--- src/design/smbus_read_pkg.sv ---
// Purpose: shared constants and types for the smbus slave read sequencer
// Assumes: 32-bit classic wishbone, registers in the low byte lane
// Notes: bit positions follow the control register layout seen by software

package smbus_read_pkg;

    // ************************************************************
    // register map (byte addresses)
    // ************************************************************
    localparam logic [7:0] ctrl_off = 8'h00;
    localparam logic [7:0] data_off = 8'h04;
    localparam logic [7:0] stat_off = 8'h08;
    localparam logic [7:0] mask_off = 8'h0c;
    localparam logic [7:0] cfg_off = 8'h10;

    // ************************************************************
    // bus_control_reg fields
    // ************************************************************
    localparam int ctrl_master_bit = 7;
    localparam int ctrl_tx_bit = 6;
    localparam int ctrl_sta_bit = 5;
    localparam int ctrl_sto_bit = 4;
    localparam int ctrl_ack_request_flag_bit = 3;
    localparam int ctrl_ack_bit = 1;
    localparam int ctrl_si_bit = 0;
    localparam logic ctrl_ack_reset = 1'b1;

    // ************************************************************
    // event status / mask fields
    // ************************************************************
    localparam int ev_width = 4;
    localparam int ev_addr = 0;
    localparam int ev_byte = 1;
    localparam int ev_stop = 2;
    localparam int ev_error = 3;
    localparam logic [3:0] mask_reset = 4'h0;

    // ************************************************************
    // configuration register: own address and address-match inhibit
    // ************************************************************
    localparam int cfg_inhibit_bit = 7;
    localparam logic [7:0] cfg_reset = 8'h80;

    localparam logic [3:0] byte_bits = 4'h8;

    typedef enum logic [2:0] {
        st_idle,
        st_addr,
        st_addr_ack,
        st_hold_addr,
        st_tx,
        st_hold_tx,
        st_wait
    } seq_state_type;

endpackage : smbus_read_pkg

--- src/design/smbus_slave_read_sequencer.sv ---
// Purpose: slave-side read transfer sequencing on a two-wire smbus link
// Assumes: classic wishbone slave, link lines sampled by clk_i
// Notes: open-drain outputs only ever pull low
//
// Notes on behaviour
// - the address byte is received and later data bytes are transmitted while software loads them.
// - transmitter mode is entered on start plus matching read address, only if not inhibited and the acknowledge bit is set.
// - entering on an address raises the interrupt flag and the acknowledge-request flag.
// - address and byte-sent interrupts come only after the acknowledge bit has ended.
// - after a nacked address the interrupt flag is not set until the next start.
// - after an accepted address software loads data and bytes go out while the master asks.
// - loading data after a master nack in transmitter mode flags an error.
// - a stop on the bus ends transmitter mode.
// - no data loaded after a transmit interrupt drops back to receiver mode.
// - a four-bit status vector shows transmit direction, start and stop flags; its master bit is tied low.
// - response combinations outside the bus specification are tolerated.
//
// Chosen here: the address map and register access over Wishbone.

`timescale 1ns/1ns
`default_nettype none

module smbus_slave_read_sequencer
    import smbus_read_pkg::*;
(
    input wire logic clk_i,
    input wire logic rst_i,
    input wire logic cyc_i,
    input wire logic stb_i,
    input wire logic we_i,
    input wire logic [7:0] adr_i,
    input wire logic [3:0] sel_i,
    input wire logic [31:0] dat_i,
    output logic [31:0] dat_o,
    output logic ack_o,
    input wire logic scl_i,
    output logic scl_o,
    output logic scl_oe_o,
    input wire logic sda_i,
    output logic sda_o,
    output logic sda_oe_o,
    output logic [3:0] status_vector_o,
    output logic irq_o
);

    // ************************************************************
    // link sampling
    // ************************************************************
    logic scl, scl_rise, scl_fall;
    logic sda, sda_rise, sda_fall;

    line_sync scl_sync
    (
        .clk_i(clk_i),
        .rst_i(rst_i),
        .line_i(scl_i),
        .level_o(scl),
        .rise_o(scl_rise),
        .fall_o(scl_fall)
    );

    line_sync sda_sync
    (
        .clk_i(clk_i),
        .rst_i(rst_i),
        .line_i(sda_i),
        .level_o(sda),
        .rise_o(sda_rise),
        .fall_o(sda_fall)
    );

    logic start_det, stop_det;
    assign start_det = sda_fall && scl;
    assign stop_det = sda_rise && scl;

    // ************************************************************
    // state and software-visible flags
    // ************************************************************
    seq_state_type state;
    logic [3:0] cnt;
    logic [7:0] shift_q;
    logic [7:0] data_reg;
    logic data_loaded;
    logic ack_ctl, si, ack_request_flag, sta_flag, sto_flag, master_ack;
    logic [ev_width-1:0] stat, mask;
    logic [7:0] cfg;
    logic hold, transmit_direction_flag, addr_match, release_hold;
    logic si_set, ev_addr_p, ev_err_p;
    logic wb_req, wr, wr_ctrl, wr_data;

    assign hold = (state == st_hold_addr) || (state == st_hold_tx);
    assign transmit_direction_flag = (state == st_tx) || (state == st_hold_tx);
    assign release_hold = hold && !si;
    assign addr_match = (shift_q[7:1] == cfg[6:0]) && shift_q[0]
        && !cfg[cfg_inhibit_bit];

    // ************************************************************
    // wishbone slave: ack one cycle after request, writes on ack edge
    // ************************************************************
    assign wb_req = cyc_i && stb_i;
    assign wr = wb_req && ack_o && we_i && sel_i[0];
    assign wr_ctrl = wr && (adr_i == ctrl_off);
    assign wr_data = wr && (adr_i == data_off);

    always_ff @(posedge clk_i)
    begin
        if (rst_i)
            ack_o <= 1'b0;
        else
            ack_o <= wb_req && !ack_o;
    end

    always_ff @(posedge clk_i)
    begin
        if (rst_i)
            dat_o <= 32'h0000_0000;
        else if (wb_req && !ack_o)
        begin
            case (adr_i)
                ctrl_off: dat_o <= {24'h00_0000, 1'b0, transmit_direction_flag, sta_flag, sto_flag,
                    ack_request_flag, 1'b0, transmit_direction_flag ? master_ack : ack_ctl, si};
                data_off: dat_o <= {24'h00_0000, data_reg};
                stat_off: dat_o <= {28'h000_0000, stat};
                mask_off: dat_o <= {28'h000_0000, mask};
                cfg_off: dat_o <= {24'h00_0000, cfg};
                default: dat_o <= 32'h0000_0000;
            endcase
        end
    end

    always_ff @(posedge clk_i)
    begin
        if (rst_i)
        begin
            mask <= mask_reset;
            cfg <= cfg_reset;
            ack_ctl <= ctrl_ack_reset;
        end
        else
        begin
            if (wr && adr_i == mask_off)
                mask <= dat_i[ev_width-1:0];
            if (wr && adr_i == cfg_off)
                cfg <= dat_i[7:0];
            if (wr_ctrl)
                ack_ctl <= dat_i[ctrl_ack_bit];
        end
    end

    // ************************************************************
    // interrupt flag and request flags: hardware set wins over clear
    // ************************************************************
    always_ff @(posedge clk_i)
    begin
        if (rst_i)
            si <= 1'b0;
        else if (si_set)
            si <= 1'b1;
        else if (wr_ctrl && !dat_i[ctrl_si_bit])
            si <= 1'b0;
    end

    always_ff @(posedge clk_i)
    begin
        if (rst_i)
            ack_request_flag <= 1'b0;
        else if (ev_addr_p)
            ack_request_flag <= 1'b1;
        else if (release_hold || state == st_idle)
            ack_request_flag <= 1'b0;
    end

    // start/stop seen; master-only controls in the same register are
    // accepted and ignored rather than faulted
    always_ff @(posedge clk_i)
    begin
        if (rst_i)
        begin
            sta_flag <= 1'b0;
            sto_flag <= 1'b0;
        end
        else
        begin
            if (start_det)
                sta_flag <= 1'b1;
            else if (wr_ctrl && !dat_i[ctrl_sta_bit])
                sta_flag <= 1'b0;
            if (stop_det)
                sto_flag <= 1'b1;
            else if (wr_ctrl && !dat_i[ctrl_sto_bit])
                sto_flag <= 1'b0;
        end
    end

    assign status_vector_o = {1'b0, transmit_direction_flag, sta_flag, sto_flag};

    // ************************************************************
    // data register; a late load after nack is stored but never sent
    // ************************************************************
    assign ev_err_p = wr_data && state == st_hold_tx && !master_ack;

    always_ff @(posedge clk_i)
    begin
        if (rst_i)
        begin
            data_reg <= 8'h00;
            data_loaded <= 1'b0;
        end
        else if (wr_data)
        begin
            data_reg <= dat_i[7:0];
            data_loaded <= 1'b1;
        end
        else if (release_hold || state == st_idle)
            data_loaded <= 1'b0;
    end

    always_ff @(posedge clk_i)
    begin
        if (rst_i)
            stat <= '0;
        else
            stat <= (stat & ~((wr && adr_i == stat_off) ? dat_i[ev_width-1:0] : '0))
                | {ev_err_p, stop_det && state != st_idle,
                   si_set && state == st_tx, ev_addr_p};
    end

    assign irq_o = |(stat & mask);

    // ************************************************************
    // sequencer
    // ************************************************************
    logic load_shift, do_shift;
    assign ev_addr_p = state == st_addr_ack && scl_fall && !stop_det && !start_det;
    assign si_set = ev_addr_p
        || (state == st_tx && scl_fall && cnt == byte_bits && !stop_det && !start_det);
    assign load_shift = release_hold && data_loaded
        && (state == st_hold_addr || master_ack);
    assign do_shift = (state == st_addr && scl_rise && cnt < byte_bits)
        || (state == st_tx && scl_fall && cnt < byte_bits);

    byte_shifter #(.width(8)) shifter
    (
        .clk_i(clk_i),
        .rst_i(rst_i),
        .load_i(load_shift),
        .data_i(data_reg),
        .shift_i(do_shift),
        .bit_i(sda),
        .q_o(shift_q)
    );

    always_ff @(posedge clk_i)
    begin
        if (rst_i)
            cnt <= 4'h0;
        else if (start_det || load_shift)
            cnt <= 4'h0;
        else if (do_shift)
            cnt <= cnt + 4'h1;
    end

    always_ff @(posedge clk_i)
    begin
        if (rst_i)
            master_ack <= 1'b0;
        else if (state == st_tx && scl_rise && cnt == byte_bits)
            master_ack <= !sda;
    end

    always_ff @(posedge clk_i)
    begin
        if (rst_i)
            state <= st_idle;
        else if (stop_det)
            state <= st_idle;
        else if (start_det)
            state <= st_addr;
        else
        begin
            case (state)
                st_addr:
                    if (scl_fall && cnt == byte_bits)
                        state <= (addr_match && ack_ctl) ? st_addr_ack : st_wait;
                st_addr_ack:
                    if (scl_fall)
                        state <= st_hold_addr;
                st_hold_addr, st_hold_tx:
                    if (!si)
                        state <= load_shift ? st_tx : st_wait;
                st_tx:
                    if (scl_fall && cnt == byte_bits)
                        state <= st_hold_tx;
                default: state <= state;
            endcase
        end
    end

    // ************************************************************
    // open-drain drive, registered so both lines move together
    // ************************************************************
    logic next_sda_oe;
    assign next_sda_oe = (state == st_addr_ack)
        || (state == st_tx && cnt < byte_bits && !shift_q[7]);

    always_ff @(posedge clk_i)
    begin
        if (rst_i)
        begin
            sda_oe_o <= 1'b0;
            scl_oe_o <= 1'b0;
        end
        else
        begin
            sda_oe_o <= next_sda_oe && !stop_det && !start_det;
            scl_oe_o <= hold && si;
        end
    end

    assign sda_o = 1'b0;
    assign scl_o = 1'b0;
endmodule : smbus_slave_read_sequencer

`default_nettype wire

--- src/design/line_sync.sv ---
// Purpose: two-flop synchroniser with edge detection for one bus line
// Assumes: line idles high (pull-up)
// Notes: only the second flop and later stages feed logic

`timescale 1ns/1ns
`default_nettype none

module line_sync
(
    input wire logic clk_i,
    input wire logic rst_i,
    input wire logic line_i,
    output logic level_o,
    output logic rise_o,
    output logic fall_o
);
    logic meta;
    logic prev;

    always_ff @(posedge clk_i)
    begin
        if (rst_i)
        begin
            meta <= 1'b1;
            level_o <= 1'b1;
            prev <= 1'b1;
        end
        else
        begin
            meta <= line_i;
            level_o <= meta;
            prev <= level_o;
        end
    end

    assign rise_o = level_o && !prev;
    assign fall_o = !level_o && prev;
endmodule : line_sync

`default_nettype wire

--- src/design/byte_shifter.sv ---
// Purpose: msb-first shift register shared by address receive and data send
// Assumes: load wins over shift
// Notes: width is a parameter, default one byte

`timescale 1ns/1ns
`default_nettype none

module byte_shifter
#(
    parameter int width = 8
)
(
    input wire logic clk_i,
    input wire logic rst_i,
    input wire logic load_i,
    input wire logic [width-1:0] data_i,
    input wire logic shift_i,
    input wire logic bit_i,
    output logic [width-1:0] q_o
);
    always_ff @(posedge clk_i)
    begin
        if (rst_i)
            q_o <= '0;
        else if (load_i)
            q_o <= data_i;
        else if (shift_i)
            q_o <= {q_o[width-2:0], bit_i};
    end
endmodule : byte_shifter

`default_nettype wire

--- config.mk ---
export PLATFORM = sky130hd
export DESIGN_NAME = smbus_slave_read_sequencer
export DESIGN_NICKNAME = d
export VERILOG_FILES = /design/src/design/smbus_read_pkg.sv /design/src/design/smbus_slave_read_sequencer.sv /design/src/design/line_sync.sv /design/src/design/byte_shifter.sv
export SDC_FILE = /design/constraint.sdc
export NUM_CORES = 1
export LEC_CHECK = 0
export BUFFER_PORTS_ARGS = -buffer_cell sky130_fd_sc_hd__buf_4
export CORE_MARGIN = 2
export CORE_UTILIZATION = 48
export DETAILED_ROUTE_END_ITERATION = 10
export GPL_TIMING_DRIVEN = 0
export PLACE_DENSITY = 0.77
export SYNTH_ARGS = -nofsm -noshare
export SYNTH_HDL_FRONTEND = slang
export SYNTH_HIERARCHICAL = 1
export SYNTH_SLANG_ARGS = --single-unit
--- constraint.sdc ---
create_clock -name clk_i -period 2 [get_ports clk_i]
set_input_delay 0.3 -clock clk_i [delete_from_list [all_inputs] [get_ports clk_i]]
set_output_delay 0.3 -clock clk_i [all_outputs]
set_load 0.05 [all_outputs]
* Word level (Yosys, flattened, before mapping)
Cells that the tools add are included.
Storage, ports and cells: register bits 87, output and inout bits 42, input bits 51, logic and storage cells 159
Cells by class: mux-type cells 22, reductions and logical operators 87, magnitude comparators 1, equal/unequal tests 19, bitwise gates (word level) 4, add/subtract/negate cells 1
Operators with widths (count):
- logical AND 1 bit | 47
- one-hot mux 8 bit (5 select lines) | 1
- == test 8 x 4 -> 1 bit (second input constant) | 2
- two-way mux 8 bit | 2
- two-way mux 3 bit | 5
- zero test 1 bit | 14
- one-hot mux 3 bit (4 select lines) | 1
- nonzero test 2 bit | 6
- two-way mux 1 bit | 11
- AND reduction 5 bit | 2
- AND 4 bit | 2
- == test 8 x 3 -> 1 bit (second input constant) | 1
- == test 8 x 5 -> 1 bit (second input constant) | 1
- zero test 8 bit | 1
- logical OR 1 bit | 8
- == test 7 bit | 1
- == test 3 x 2 -> 1 bit (second input constant) | 2
- == test 3 bit (second input constant) | 2
- inequality test 3 x 2 -> 1 bit (second input constant) | 2
- inequality test 3 bit (second input constant) | 2
- OR reduction 2 bit | 3
- nonzero test 5 bit | 1
- adder 4 x 1 -> 4 bit (second input constant) | 1
- == test 4 bit (second input constant) | 1
- other kinds (13) | 15

* Logic depth before layout (Yosys ltp)
Gate-level depths: netlist of run 1.
depth in word-level cells 9, gate-level depth with buffers 6, gate-level depth less buffers 6

* Cells and area by module
Netlist of run 1, hierarchy kept.
By module, submodules not included:
- smbus_slave_read_sequencer | instances 1, cells an instance 351, area an instance 2866.5 µm², seq. area each 980.9 µm²
- byte_shifter | instances 1, cells an instance 35, area an instance 369.1 µm², seq. area each 160.2 µm²
- line_sync | instances 2, cells an instance 8, area an instance 92.6 µm², seq. area each 60.1 µm²

* Least setup slack after synthesis of run 1
Ideal clock, no wire load.
kind input to register, start point input adr_i[0], end point register si, path buffers 1, library setup time 133 ps, stages on the path 5, data required time 1867 ps, path slack 29 ps, arrival 1838 ps, cell sequence or4_4 > or4_1 > buf_4 > o41ai_2 > a31oi_1
On the way: cells in the longest elaborated chain, start to end 4
Ends and longest elaborated chain:
- from (decl) | line smbus_slave_read_sequencer.sv:31 | input wire logic [7:0] adr_i,
- zero test 8 bit | line smbus_slave_read_sequencer.sv:102 | assign wr_ctrl = wr && (adr_i == ctrl_off);
- logical AND 1 bit | line smbus_slave_read_sequencer.sv:102
- logical AND 1 bit | line smbus_slave_read_sequencer.sv:159 | else if (wr_ctrl && !dat_i[ctrl_si_bit])
- nonzero test 2 bit (no source line)
- to (signal assigned) | line smbus_slave_read_sequencer.sv:156 | si <= 1'b0;
- to (signal assigned) | line smbus_slave_read_sequencer.sv:158 | si <= 1'b1;
- to (signal assigned) | line smbus_slave_read_sequencer.sv:160 | si <= 1'b0;
- to (decl) | line smbus_slave_read_sequencer.sv:84 | logic ack_ctl, si, ack_request_flag, sta_flag, sto_flag, master_ack;
No other way between the ends. A chain may end at the register's enable or synchronous reset.

* Final worst setup path of run 1
start point register state[2], end point register shifter.q_o[5]
On the way: elaborated cells between the ends (all ways) 16, those cells by class eq/ne: 4; mux: 1; reduce/logical: 11
RTL lines:
- from (decl) | line smbus_slave_read_sequencer.sv:79 | seq_state_type state;
- from (signal assigned) | line smbus_slave_read_sequencer.sv:274 | state <= st_idle;
- from (signal assigned) | line smbus_slave_read_sequencer.sv:276 | state <= st_idle;
- from (signal assigned) | line smbus_slave_read_sequencer.sv:278 | state <= st_addr;
- == test 3 x 1 -> 1 bit or == test 3 bit (tied branches) | line smbus_slave_read_sequencer.sv:239, smbus_slave_read_sequencer.sv:240
- logical AND 1 bit (on tied branches) (2 in a row) | line smbus_slave_read_sequencer.sv:239, smbus_slave_read_sequencer.sv:240
- logical OR 1 bit (*) | line smbus_slave_read_sequencer.sv:240 | || (state == st_tx && scl_fall && cnt < byte_bits);
- named net do_shift | line smbus_slave_read_sequencer.sv:233 | logic load_shift, do_shift;
- nonzero test 2 bit (no source line) (*)
- to (signal assigned) | line byte_shifter.sv:26 | q_o <= data_i;
- to (signal assigned) | line byte_shifter.sv:28 | q_o <= {q_o[width-2:0], bit_i};
- to (decl) | line byte_shifter.sv:19 | output logic [width-1:0] q_o
Mark *: on every way through the listed nets, which the timed path passes. The rest lies on a longest branch.

==> results.md, run 1 <==
- Detail Route met2 WL: 4.33 mm
- Hold crit path type: in -> reg
- Clock tree from TritonCTS: done
- Min Clock Period, post-route: 1.91 ns
- Classification of the worst setup path: reg -> reg
- RSZ-0062 raised after global routing: true
- F_max: 525 MHz
- Min-Delay Startpoint: scl_i
- Cts bufs inserted: 9
- Post-route ant nets: 0
- Final setup viols: 0
- DR iter-0 viols: 375
- Number of standard cells in the final layout excluding fillers: 577
- Actual transition at the worst max-transition pin: 0.683 ns
- Port Buffer Count: 37
- Max-slew violation total from the final report: 0
- Number of synthesis warnings: 6
- Top layer in use: met4
- Signal arrival time at the worst endpoint: 2.14 ns
- Total track usage: 25.0%
- Routed length on met1: 3.95 mm
- Remaining Overflow, GRT: 0
- Kind of end point of the critical path: register
- Floorplan die width: 88.4 µm
- Number of inserted diodes: 0
- Post-route fraction of the period consumed by the critical path: 95.3%
- Synth Flop Type: sky130_fd_sc_hd__dfxtp_1
- Length of the first detailed-routing pass in iterations: 5
- Crit Path Max Fanout: 10
- Detailed-routed wire length on met3: 975 µm
- Avg Cell Area, Syn: 8.51 µm²
- Final worst slack: 0.0944 ns
- Die area: 7820 µm²
- Number of H-tree levels: 3
- Final count of hold timing violations: 0
- Worst-case register-to-register setup slack: 0.09 ns
- Initial antenna violation count: 0
- Register area: 1260 µm²
- Final weighted congestion in routability-driven placement: 0.923
- Maximum Capacitance Violations: 0
- Share of final-layout standard cells stronger than drive strength 1: 22.0%
- EDFF count, synth: 0
- Drt total wl: 9.49 mm
- Maximum number of pins on one net before global-route repair: 11
- Worst hold endpoint: scl_sync/meta$_SDFF_PP1_
- Crit path launch type: register
- Vias after detailed routing: 3,302
- Most common cell in the synthesized netlist: sky130_fd_sc_hd__dfxtp_1
- Netlist area before placement: 3420 µm²
- Pre-CTS WS: -0.298 ns
- Post-synthesis async set-or-reset flop share: 0%
- Signed area change from the synthesized netlist to the final layout: 21.7%
- # fillers: 626
- Worst-case headroom to the max-slew limit: 54.3%
- Crit Reg-Reg Endpoint: shifter/q_o[5]$_SDFFE_PP0P_
- Launch instance of the worst register-to-register path: state[2]$_SDFFE_PP0P_
- Clock latency of the later-clocked register in the worst-skew pair: 0.35 ns
- Number of flip-flops and latches in the synthesized netlist: 63
- Vias in the first global route: 2,981
- Die height: 88.4 µm
- Number of clock sinks seen by CTS: 63
- Area share of the leading cell type in the synthesized netlist: 36.9%
- HPWL after DPL: 7.09 mm
- Biggest area consumer among synthesized cells: sky130_fd_sc_hd__dfxtp_1
- Number of I/O pins: 93
- Effective utilization at floorplan: 50.1%
- Top post-synthesis cells by area: sky130_fd_sc_hd__dfxtp_1 (37%), sky130_fd_sc_hd__buf_4 (6.8%), sky130_fd_sc_hd__a21oi_1 (5.7%)
- Number of distinct standard cells referenced by the synthesized netlist: 59
- Peak supply drop: 396 µV
- Remaining DRCs: 0
- Bufs on Longest Clock Path: 2
- Count of nets after finishing: 529
- Multi-input gate area: 1890 µm²
- Wire length of the first global-routing pass: 14.9 mm
- Via density per instance: 5.72
- Post-synth top cells: sky130_fd_sc_hd__dfxtp_1 (63), sky130_fd_sc_hd__a21oi_1 (39), sky130_fd_sc_hd__buf_4 (31)
- P per Cell Area: 699 nW/µm²
- Floorplan row count: 30
- Required time at the endpoint of the critical path: 2.24 ns
- Gate count after technology mapping: 402
- Clock transition at path regs: 0.07 ns
- DR WL/cell: 16.4 µm
- Outcome: completed
- Reg2reg path depth: 6
- Std-Cell Core Area: 6830 µm²
- Worst setup skew after layout: 0.00963 ns
- Hold Path Stages: 2
- Sum of internal, switching and leakage power: 2.91 mW
- Crit. Startpoint: state[2]$_SDFFE_PP0P_
- Design Area, Final: 4160 µm²
- Standard cell area after detailed placement: 3920 µm²
- Total leakage power: 1.57 nW
- Placed Cells: 561
- Root cell of the clock tree: sky130_fd_sc_hd__clkbuf_8
- Register area share after synthesis: 36.9%
==> per-layer routing <==
metal / global-route usage, % / vias up
li1: - / 1551
met1: 34.7 / 1534
met2: 38.4 / 189
met3: 4.48 / 28
met4: 10.6 / 0
met5: 0 / -
==> worst max path at each step <==
stage / cells past startpoint / slack [ns] / end
finish: 6 / 0.09 / shifter/q_o[5]$_SDFFE_PP0P_
global route: 6 / -0.0007 / shifter/q_o[5]$_SDFFE_PP0P_
CTS: 5 / 0.06 / stat[0]$_SDFF_PP0_
detailed placement: 5 / -0.30 / stat[0]$_SDFF_PP0_
global placement: 5 / -0.24 / stat[1]$_SDFF_PP0_
floorplan: 5 / 0.03 / si$_SDFFE_PP0P_
==> kinds of logic (layout without fill, tap and decap cells) <==
group / count (synthesis) / after routing / share of synthesized area (%)
buffers and inverters: 65 / 118 / 11.3
AOI/OAI and AO/OA: 116 / 116 / 22.4
DFF: 63 / 63 / 36.9
xor gates and xnor gates: 9 / 9 / 2.30
adders and majority gates: 2 / 2 / 0.731
other: 1 / 27 / 0.110
and+or+nand+nor: 130 / 130 / 21.5
muxes: 16 / 16 / 4.79
==> metrics by stage <==
step | TNS [ns] | util, % | hold WS (ns)
3_5_place_dp | -6.49 | 57.3 | 0.400
2_1_floorplan | 0 | - | 0.385
5_1_grt | -0.000658 | 60.9 | 0.124
6_report | 0 | 60.9 | 0.130
4_1_cts | 0 | 60.8 | 0.129
3_3_place_gp | -6.08 | 57.3 | 0.395
==> critical path, cell delays in order, from the launching register on <==
cell and delay, ns:
sky130_fd_sc_hd__dfxtp_1 0.42, sky130_fd_sc_hd__buf_2 0.26, sky130_fd_sc_hd__nand3b_1 0.18, sky130_fd_sc_hd__a211oi_4 0.35
sky130_fd_sc_hd__buf_6 0.21, sky130_fd_sc_hd__mux2i_1 0.09, sky130_fd_sc_hd__a211oi_1 0.28
==> repair_timing <==
| item | in CTS | in global routing |
|---|---|---|
| cloned | 0 | 0 |
| hold buffers | 0 | 0 |
| setup buffers | 0 | 0 |
| resized for setup | 3 | 3 |
| setup endpoints to repair | 8 | 9 |
==> power by group <==
part	switching [mW]	total (mW)	internal [mW]
Sequential	0.00992	1.28	1.27
Combinational	0.261	0.376	0.115
Clock	0.488	1.26	0.769
Total	0.759	2.91	2.15
==> layout make-up <==
type,count,share of cell area [%]
plain buffers,54,8.30
flip-flops and latches,63,30.3
inverters,11,0.992
clock inverters,3,1.56
multi-input cells,300,45.5
well taps,96,2.89
clock buffers,13,3.82
repair buffers,37,6.67
==> cell usage in the layout, fill, tap and decap left out, types with 11 or more instances in the layout <==
cell                       synthesis  layout
sky130_fd_sc_hd__nand3b_1         12      12
sky130_fd_sc_hd__clkbuf_1         17      18
sky130_fd_sc_hd__o21ai_0          14      14
sky130_fd_sc_hd__nand3_1          15      15
sky130_fd_sc_hd__mux2i_1          13      13
sky130_fd_sc_hd__nor2b_1          12      12
sky130_fd_sc_hd__a211oi_1         15      14
sky130_fd_sc_hd__conb_1            1      27
sky130_fd_sc_hd__nor2_1           24      24
sky130_fd_sc_hd__nand2_1          18      18
sky130_fd_sc_hd__a21oi_1          39      38
sky130_fd_sc_hd__buf_4            31      68
sky130_fd_sc_hd__clkbuf_8          0      11
sky130_fd_sc_hd__dfxtp_1          63      63
Note: power is estimated with default switching activity, not from simulation.
==> run 2: changes to the inputs <==
- HOLD_SLACK_MARGIN: not set -> 0.05
- RECOVER_POWER: not set -> 25
==> results.md, run 2 (synthesis gave the netlist of run 1 again) <==
- Commonest non-fill, non-tap cells in the layout: sky130_fd_sc_hd__dfxtp_1 (63), sky130_fd_sc_hd__buf_4 (57), sky130_fd_sc_hd__a21oi_1 (38)
- Peak supply drop: 395 µV
- Reg2reg path depth: 6
- Total leakage power: 1.53 nW
- Maximum Capacitance Violations: 0
- Remaining DRCs: 0
- Vias after detailed routing: 3,275
- Worst setup skew after layout: 0.0100 ns
- Port Buffer Count: 37
- Classification of the worst setup path: reg -> reg
- Kind of end point of the critical path: register
- Post-route fraction of the period consumed by the critical path: 95.0%
- Die area: 7820 µm²
- Design Area, Final: 4120 µm²
- Initial antenna violation count: 0
- Clock latency of the later-clocked register in the worst-skew pair: 0.35 ns
- Share of final-layout standard cells stronger than drive strength 1: 19.8%
- Signal arrival time at the worst endpoint: 2.14 ns
- Worst-case register-to-register setup slack: 0.1 ns
- Capture point of the worst path: shifter/q_o[5]$_SDFFE_PP0P_
- Maximum number of pins on one net before global-route repair: 11
- Vias in the first global route: 2,981
- Remaining Overflow, GRT: 0
- Number of inserted diodes: 0
- # fillers: 635
- P per Cell Area: 705 nW/µm²
- Number of clock sinks seen by CTS: 63
- Crit Reg-Reg Endpoint: shifter/q_o[5]$_SDFFE_PP0P_
- DR iter-0 viols: 392
- Total track usage: 25.0%
- Final weighted congestion in routability-driven placement: 0.923
- Wire length of the first global-routing pass: 14.9 mm
- Std-Cell Core Area: 6830 µm²
- Post-route ant nets: 0
- Clock tree from TritonCTS: done
- Sum of internal, switching and leakage power: 2.91 mW
- Signed area change from the synthesized netlist to the final layout: 20.5%
- Launch instance of the worst register-to-register path: state[2]$_SDFFE_PP0P_
- Crit. Startpoint: state[2]$_SDFFE_PP0P_
- Crit Path Max Fanout: 10
- F_max: 526 MHz
- Hold crit path type: in -> reg
- Number of standard cells in the final layout excluding fillers: 577
- Root cell of the clock tree: sky130_fd_sc_hd__clkbuf_8
- Min Clock Period, post-route: 1.90 ns
- Most common cell after layout, fill and taps aside: sky130_fd_sc_hd__dfxtp_1
- Required time at the endpoint of the critical path: 2.24 ns
- Via density per instance: 5.68
- Placed Cells: 561
- RSZ-0062 raised after global routing: true
- Floorplan row count: 30
- Drt total wl: 9.44 mm
- Most Used Layer, Global Route: met2
- Outcome: completed
- Min-Delay Startpoint: scl_i
- Setup TNS after final layout: 0 ns
- Worst slack on hold paths: 0.129 ns
- Final count of hold timing violations: 0
- DR WL/cell: 16.4 µm
- Cts bufs inserted: 9
- Worst-case headroom to the max-slew limit: 54.1%
- Max-slew violation total from the final report: 0
- Count of nets after finishing: 529
- Global routing met3 resource utilization: 4.48%
- Standard cell area after detailed placement: 3920 µm²
- Met2 GRT Util: 38.4%
- Crit path launch type: register
- Number of I/O pins: 93
- Effective utilization at floorplan: 50.1%
- Length of the first detailed-routing pass in iterations: 5
- Actual transition at the worst max-transition pin: 0.685 ns
- HPWL after DPL: 7.09 mm
- Bufs on Longest Clock Path: 2
- Number of buffers inserted by post-CTS setup repair: 0
- Number of H-tree levels: 3
- Global-route track usage on met1: 34.7%
- Floorplan die width: 88.4 µm
- Die height: 88.4 µm
- Final setup viols: 0
- Clock transition at path regs: 0.07 ns
[run 2: changes by cell type in the layout (fill, tap and decap cells not counted), sizes merged]
cell	change
buf	-11
clkbuf	+11
[run 2: report_power, final]
group,internal [mW],switching [mW],leakage (nW)
Sequential,1.27,0.00979,0.509
Clock,0.769,0.490,0.114
Combinational,0.112,0.261,0.903
Total,2.15,0.760,1.53
[run 2: cell type report]
type                    count  area [µm²]  area share [%]
plain buffers              54         345            8.38
flip-flops and latches     63        1260            30.6
clock inverters             3        65.1            1.58
well taps                  96         120            2.91
clock buffers              13         159            3.86
multi-input cells         300        1890            45.9
inverters                  11        41.3            1.00
repair buffers             37         236            5.74
[run 2: worst min-delay path by stage]
stage | slack, ns | depth (start not counted) | to
after global placement | 0.39 | 1 | sda_sync/level_o$_SDFF_PP1_
after global routing | 0.12 | 2 | scl_sync/meta$_SDFF_PP1_
after CTS | 0.13 | 2 | scl_sync/meta$_SDFF_PP1_
after floorplan | 0.39 | 1 | scl_sync/level_o$_SDFF_PP1_
after detailed placement | 0.40 | 1 | scl_sync/level_o$_SDFF_PP1_
final | 0.13 | 2 | scl_sync/meta$_SDFF_PP1_
[run 2: through the flow]
| stage | utilization, % | worst slack (ns) |
|---|---|---|
| floorplan | - | 0.0289 |
| global placement | 57.3 | -0.239 |
| detailed placement | 57.3 | -0.298 |
| CTS | 60.8 | 0.0625 |
| global route | 60.3 | -0.000658 |
| finish | 60.3 | 0.0992 |
[run 2: routing by layer]
layer,vias to the layer above,share of wire [%]
met5,-,0
met4,0,2.9
met3,37,9.8
met2,168,45
met1,1516,42
li1,1554,-
[run 2: critical path, cell delays in order, from the launching register on]
cell and delay [ns]:
sky130_fd_sc_hd__dfxtp_1 0.42, sky130_fd_sc_hd__buf_2 0.25, sky130_fd_sc_hd__nand3b_1 0.18, sky130_fd_sc_hd__a211oi_4 0.35, sky130_fd_sc_hd__buf_6 0.21, sky130_fd_sc_hd__mux2i_1 0.09, sky130_fd_sc_hd__a211oi_1 0.28
[run 2: timing repair]
item,in CTS,in global routing
pin swaps,0,0
hold buffers,0,0
resized for setup,3,3
endpoints found under the setup margin,8,9
==> run 3: changes to the inputs <==
- CORE_MARGIN: 2 -> 4
==> results.md, run 3 (synthesis gave the netlist of run 1 again) <==
- Min Clock Period, post-route: 1.90 ns
- Reg2reg path depth: 6
- Die height: 92.4 µm
- Bufs on Longest Clock Path: 2
- Std-Cell Core Area: 6870 µm²
- Wire length of the first global-routing pass: 15.4 mm
- Remaining Overflow, GRT: 0
- Initial antenna violation count: 0
- Share of final-layout standard cells stronger than drive strength 1: 19.9%
- Die area: 8540 µm²
- Drt total wl: 9.50 mm
- Classification of the worst setup path: in -> reg
- Clock transition at path regs: 0.07 ns
- Floorplan die width: 92.4 µm
- # fillers: 650
- Maximum number of pins on one net before global-route repair: 11
- Crit path launch type: input port
- DR iter-0 viols: 302
- Internal power summed over all cells: 2.15 mW
- Max-slew violation total from the final report: 0
- Multi-input gate area: 1890 µm²
- Effective utilization at floorplan: 49.8%
- Number of clock sinks seen by CTS: 63
- Final weighted congestion in routability-driven placement: 0.919
- Hold buffer count at cts: 0
- Crit. Startpoint: adr_i[0]
- Switching pwr: 0.756 mW
- Outcome: completed
- Clock latency of the later-clocked register in the worst-skew pair: 0.35 ns
- Register area: 1260 µm²
- F_max: 527 MHz
- Root cell of the clock tree: sky130_fd_sc_hd__clkbuf_8
- Worst-case headroom to the max-slew limit: 47.1%
- Switching power as a share of total power: 26.0%
- Capture point of the worst path: data_reg[6]$_SDFFE_PP0P_
- Actual transition at the worst max-transition pin: 0.790 ns
- HPWL after DPL: 7.10 mm
- Share of power burned in the clock network: 43.2%
- DR WL/cell: 16.4 µm
- Combinational group share of total power: 12.8%
- Required time at the endpoint of the critical path: 2.21 ns
- Floorplan row count: 30
- Crit Path Max Fanout: 10
- RSZ-0062 raised after global routing: false
- Signed area change from the synthesized netlist to the final layout: 20.7%
- Post-route ant nets: 0
- Peak supply drop: 326 µV
- Kind of end point of the critical path: register
- Cts bufs inserted: 9
- Number of inserted diodes: 0
- Crit Reg-Reg Endpoint: shifter/q_o[6]$_SDFFE_PP0P_
- Vias after detailed routing: 3,232
- Number of I/O pins: 93
- Signal arrival time at the worst endpoint: 2.11 ns
- Standard cell area after detailed placement: 3920 µm²
- Maximum Capacitance Violations: 0
- Routed length on met1: 4.15 mm
- Clock tree from TritonCTS: done
- Sequential share of power: 43.9%
- P per Cell Area: 703 nW/µm²
- Number of H-tree levels: 3
- Worst-case register-to-register setup slack: 0.19 ns
- Launch instance of the worst register-to-register path: state[2]$_SDFFE_PP0P_
- Via density per instance: 5.59
- Hold crit path type: in -> reg
- Commonest non-fill, non-tap cells in the layout: sky130_fd_sc_hd__dfxtp_1 (63), sky130_fd_sc_hd__buf_4 (58), sky130_fd_sc_hd__a21oi_1 (38)
- Port Buffer Count: 37
- Total leakage power: 1.53 nW
- Remaining DRCs: 0
- Detail Route met2 WL: 4.36 mm
- Most common cell after layout, fill and taps aside: sky130_fd_sc_hd__dfxtp_1
- Util after Layout: 60.1%
- Post-route fraction of the period consumed by the critical path: 94.9%
- Top layer in use: met4
- Total track usage: 23.0%
- Final count of hold timing violations: 0
- Design Area, Final: 4130 µm²
- Vias in the first global route: 3,114
- Detailed-routed wire length on met3: 762 µm
- Worst setup skew after layout: 0.00836 ns
- Final setup viols: 0
- Count of nets after finishing: 530
- Length of the first detailed-routing pass in iterations: 5
run 3: cell count changes in the layout (fill, tap and decap cells not counted), sizes merged:
cell	delta
clkbuf	+1
run 3: layout make-up:
cell class	instances	area share [%]
flip-flops and latches	63	30.5
well taps	96	2.91
plain buffers	54	8.36
multi-input cells	300	45.8
repair buffers	38	5.91
inverters	11	1.00
clock inverters	3	1.58
clock buffers	13	3.85
run 3: repair_timing:
action,in CTS,in global routing
pin swaps,0,1
resized for setup,2,3
setup endpoints to repair,8,11
gates cloned,0,0
setup buffers,0,1
endpoints found under the hold margin,0,0
run 3: per-stage QoR:
stage               setup slack (ns)  hold slack, ns  setup TNS, ns  cells  power, mW
CTS                           0.0334           0.117              0    577       2.92
global route                  0.0399           0.130              0    578       3.00
floorplan                     0.0289           0.385              0    428       1.58
global placement              -0.269           0.393          -5.74    561       1.67
detailed placement            -0.330           0.398          -6.33    561       1.67
finish                         0.101           0.129              0    578       2.90
run 3: critical path: stages:
cell                      delay, ns
sky130_fd_sc_hd__buf_4         0.11
sky130_fd_sc_hd__or4_4         0.55
sky130_fd_sc_hd__or4_1         0.47
sky130_fd_sc_hd__buf_4         0.20
sky130_fd_sc_hd__buf_6         0.15
sky130_fd_sc_hd__o21ai_0       0.22
sky130_fd_sc_hd__a21oi_1       0.11
run 3: worst min path at each step:
stage                        startpoint                          end  slack, ns  cells past startpoint
2_1_floorplan  scl_sync/meta$_SDFF_PP1_  scl_sync/level_o$_SDFF_PP1_       0.39                      1
3_3_place_gp   scl_sync/meta$_SDFF_PP1_  scl_sync/level_o$_SDFF_PP1_       0.39                      1
6_report                          scl_i     scl_sync/meta$_SDFF_PP1_       0.13                      2
5_1_grt                           scl_i     scl_sync/meta$_SDFF_PP1_       0.13                      2
3_5_place_dp   sda_sync/meta$_SDFF_PP1_  sda_sync/level_o$_SDFF_PP1_       0.40                      1
4_1_cts                           scl_i     scl_sync/meta$_SDFF_PP1_       0.12                      2
run 3: power by group through the flow:
stage	clock network [mW]	registers [mW]	logic (mW)
after floorplan	0	1.31	0.263
after global placement	0	1.30	0.364
after detailed placement	0	1.30	0.366
after CTS	1.28	1.28	0.367
after global routing	1.33	1.28	0.394
final	1.26	1.28	0.372
run 3: per-layer routing:
metal	vias up	track usage (%)
met5	-	0
met4	0	10.9
met3	22	5.04
met2	150	36.4
met1	1503	29.7
li1	1557	-
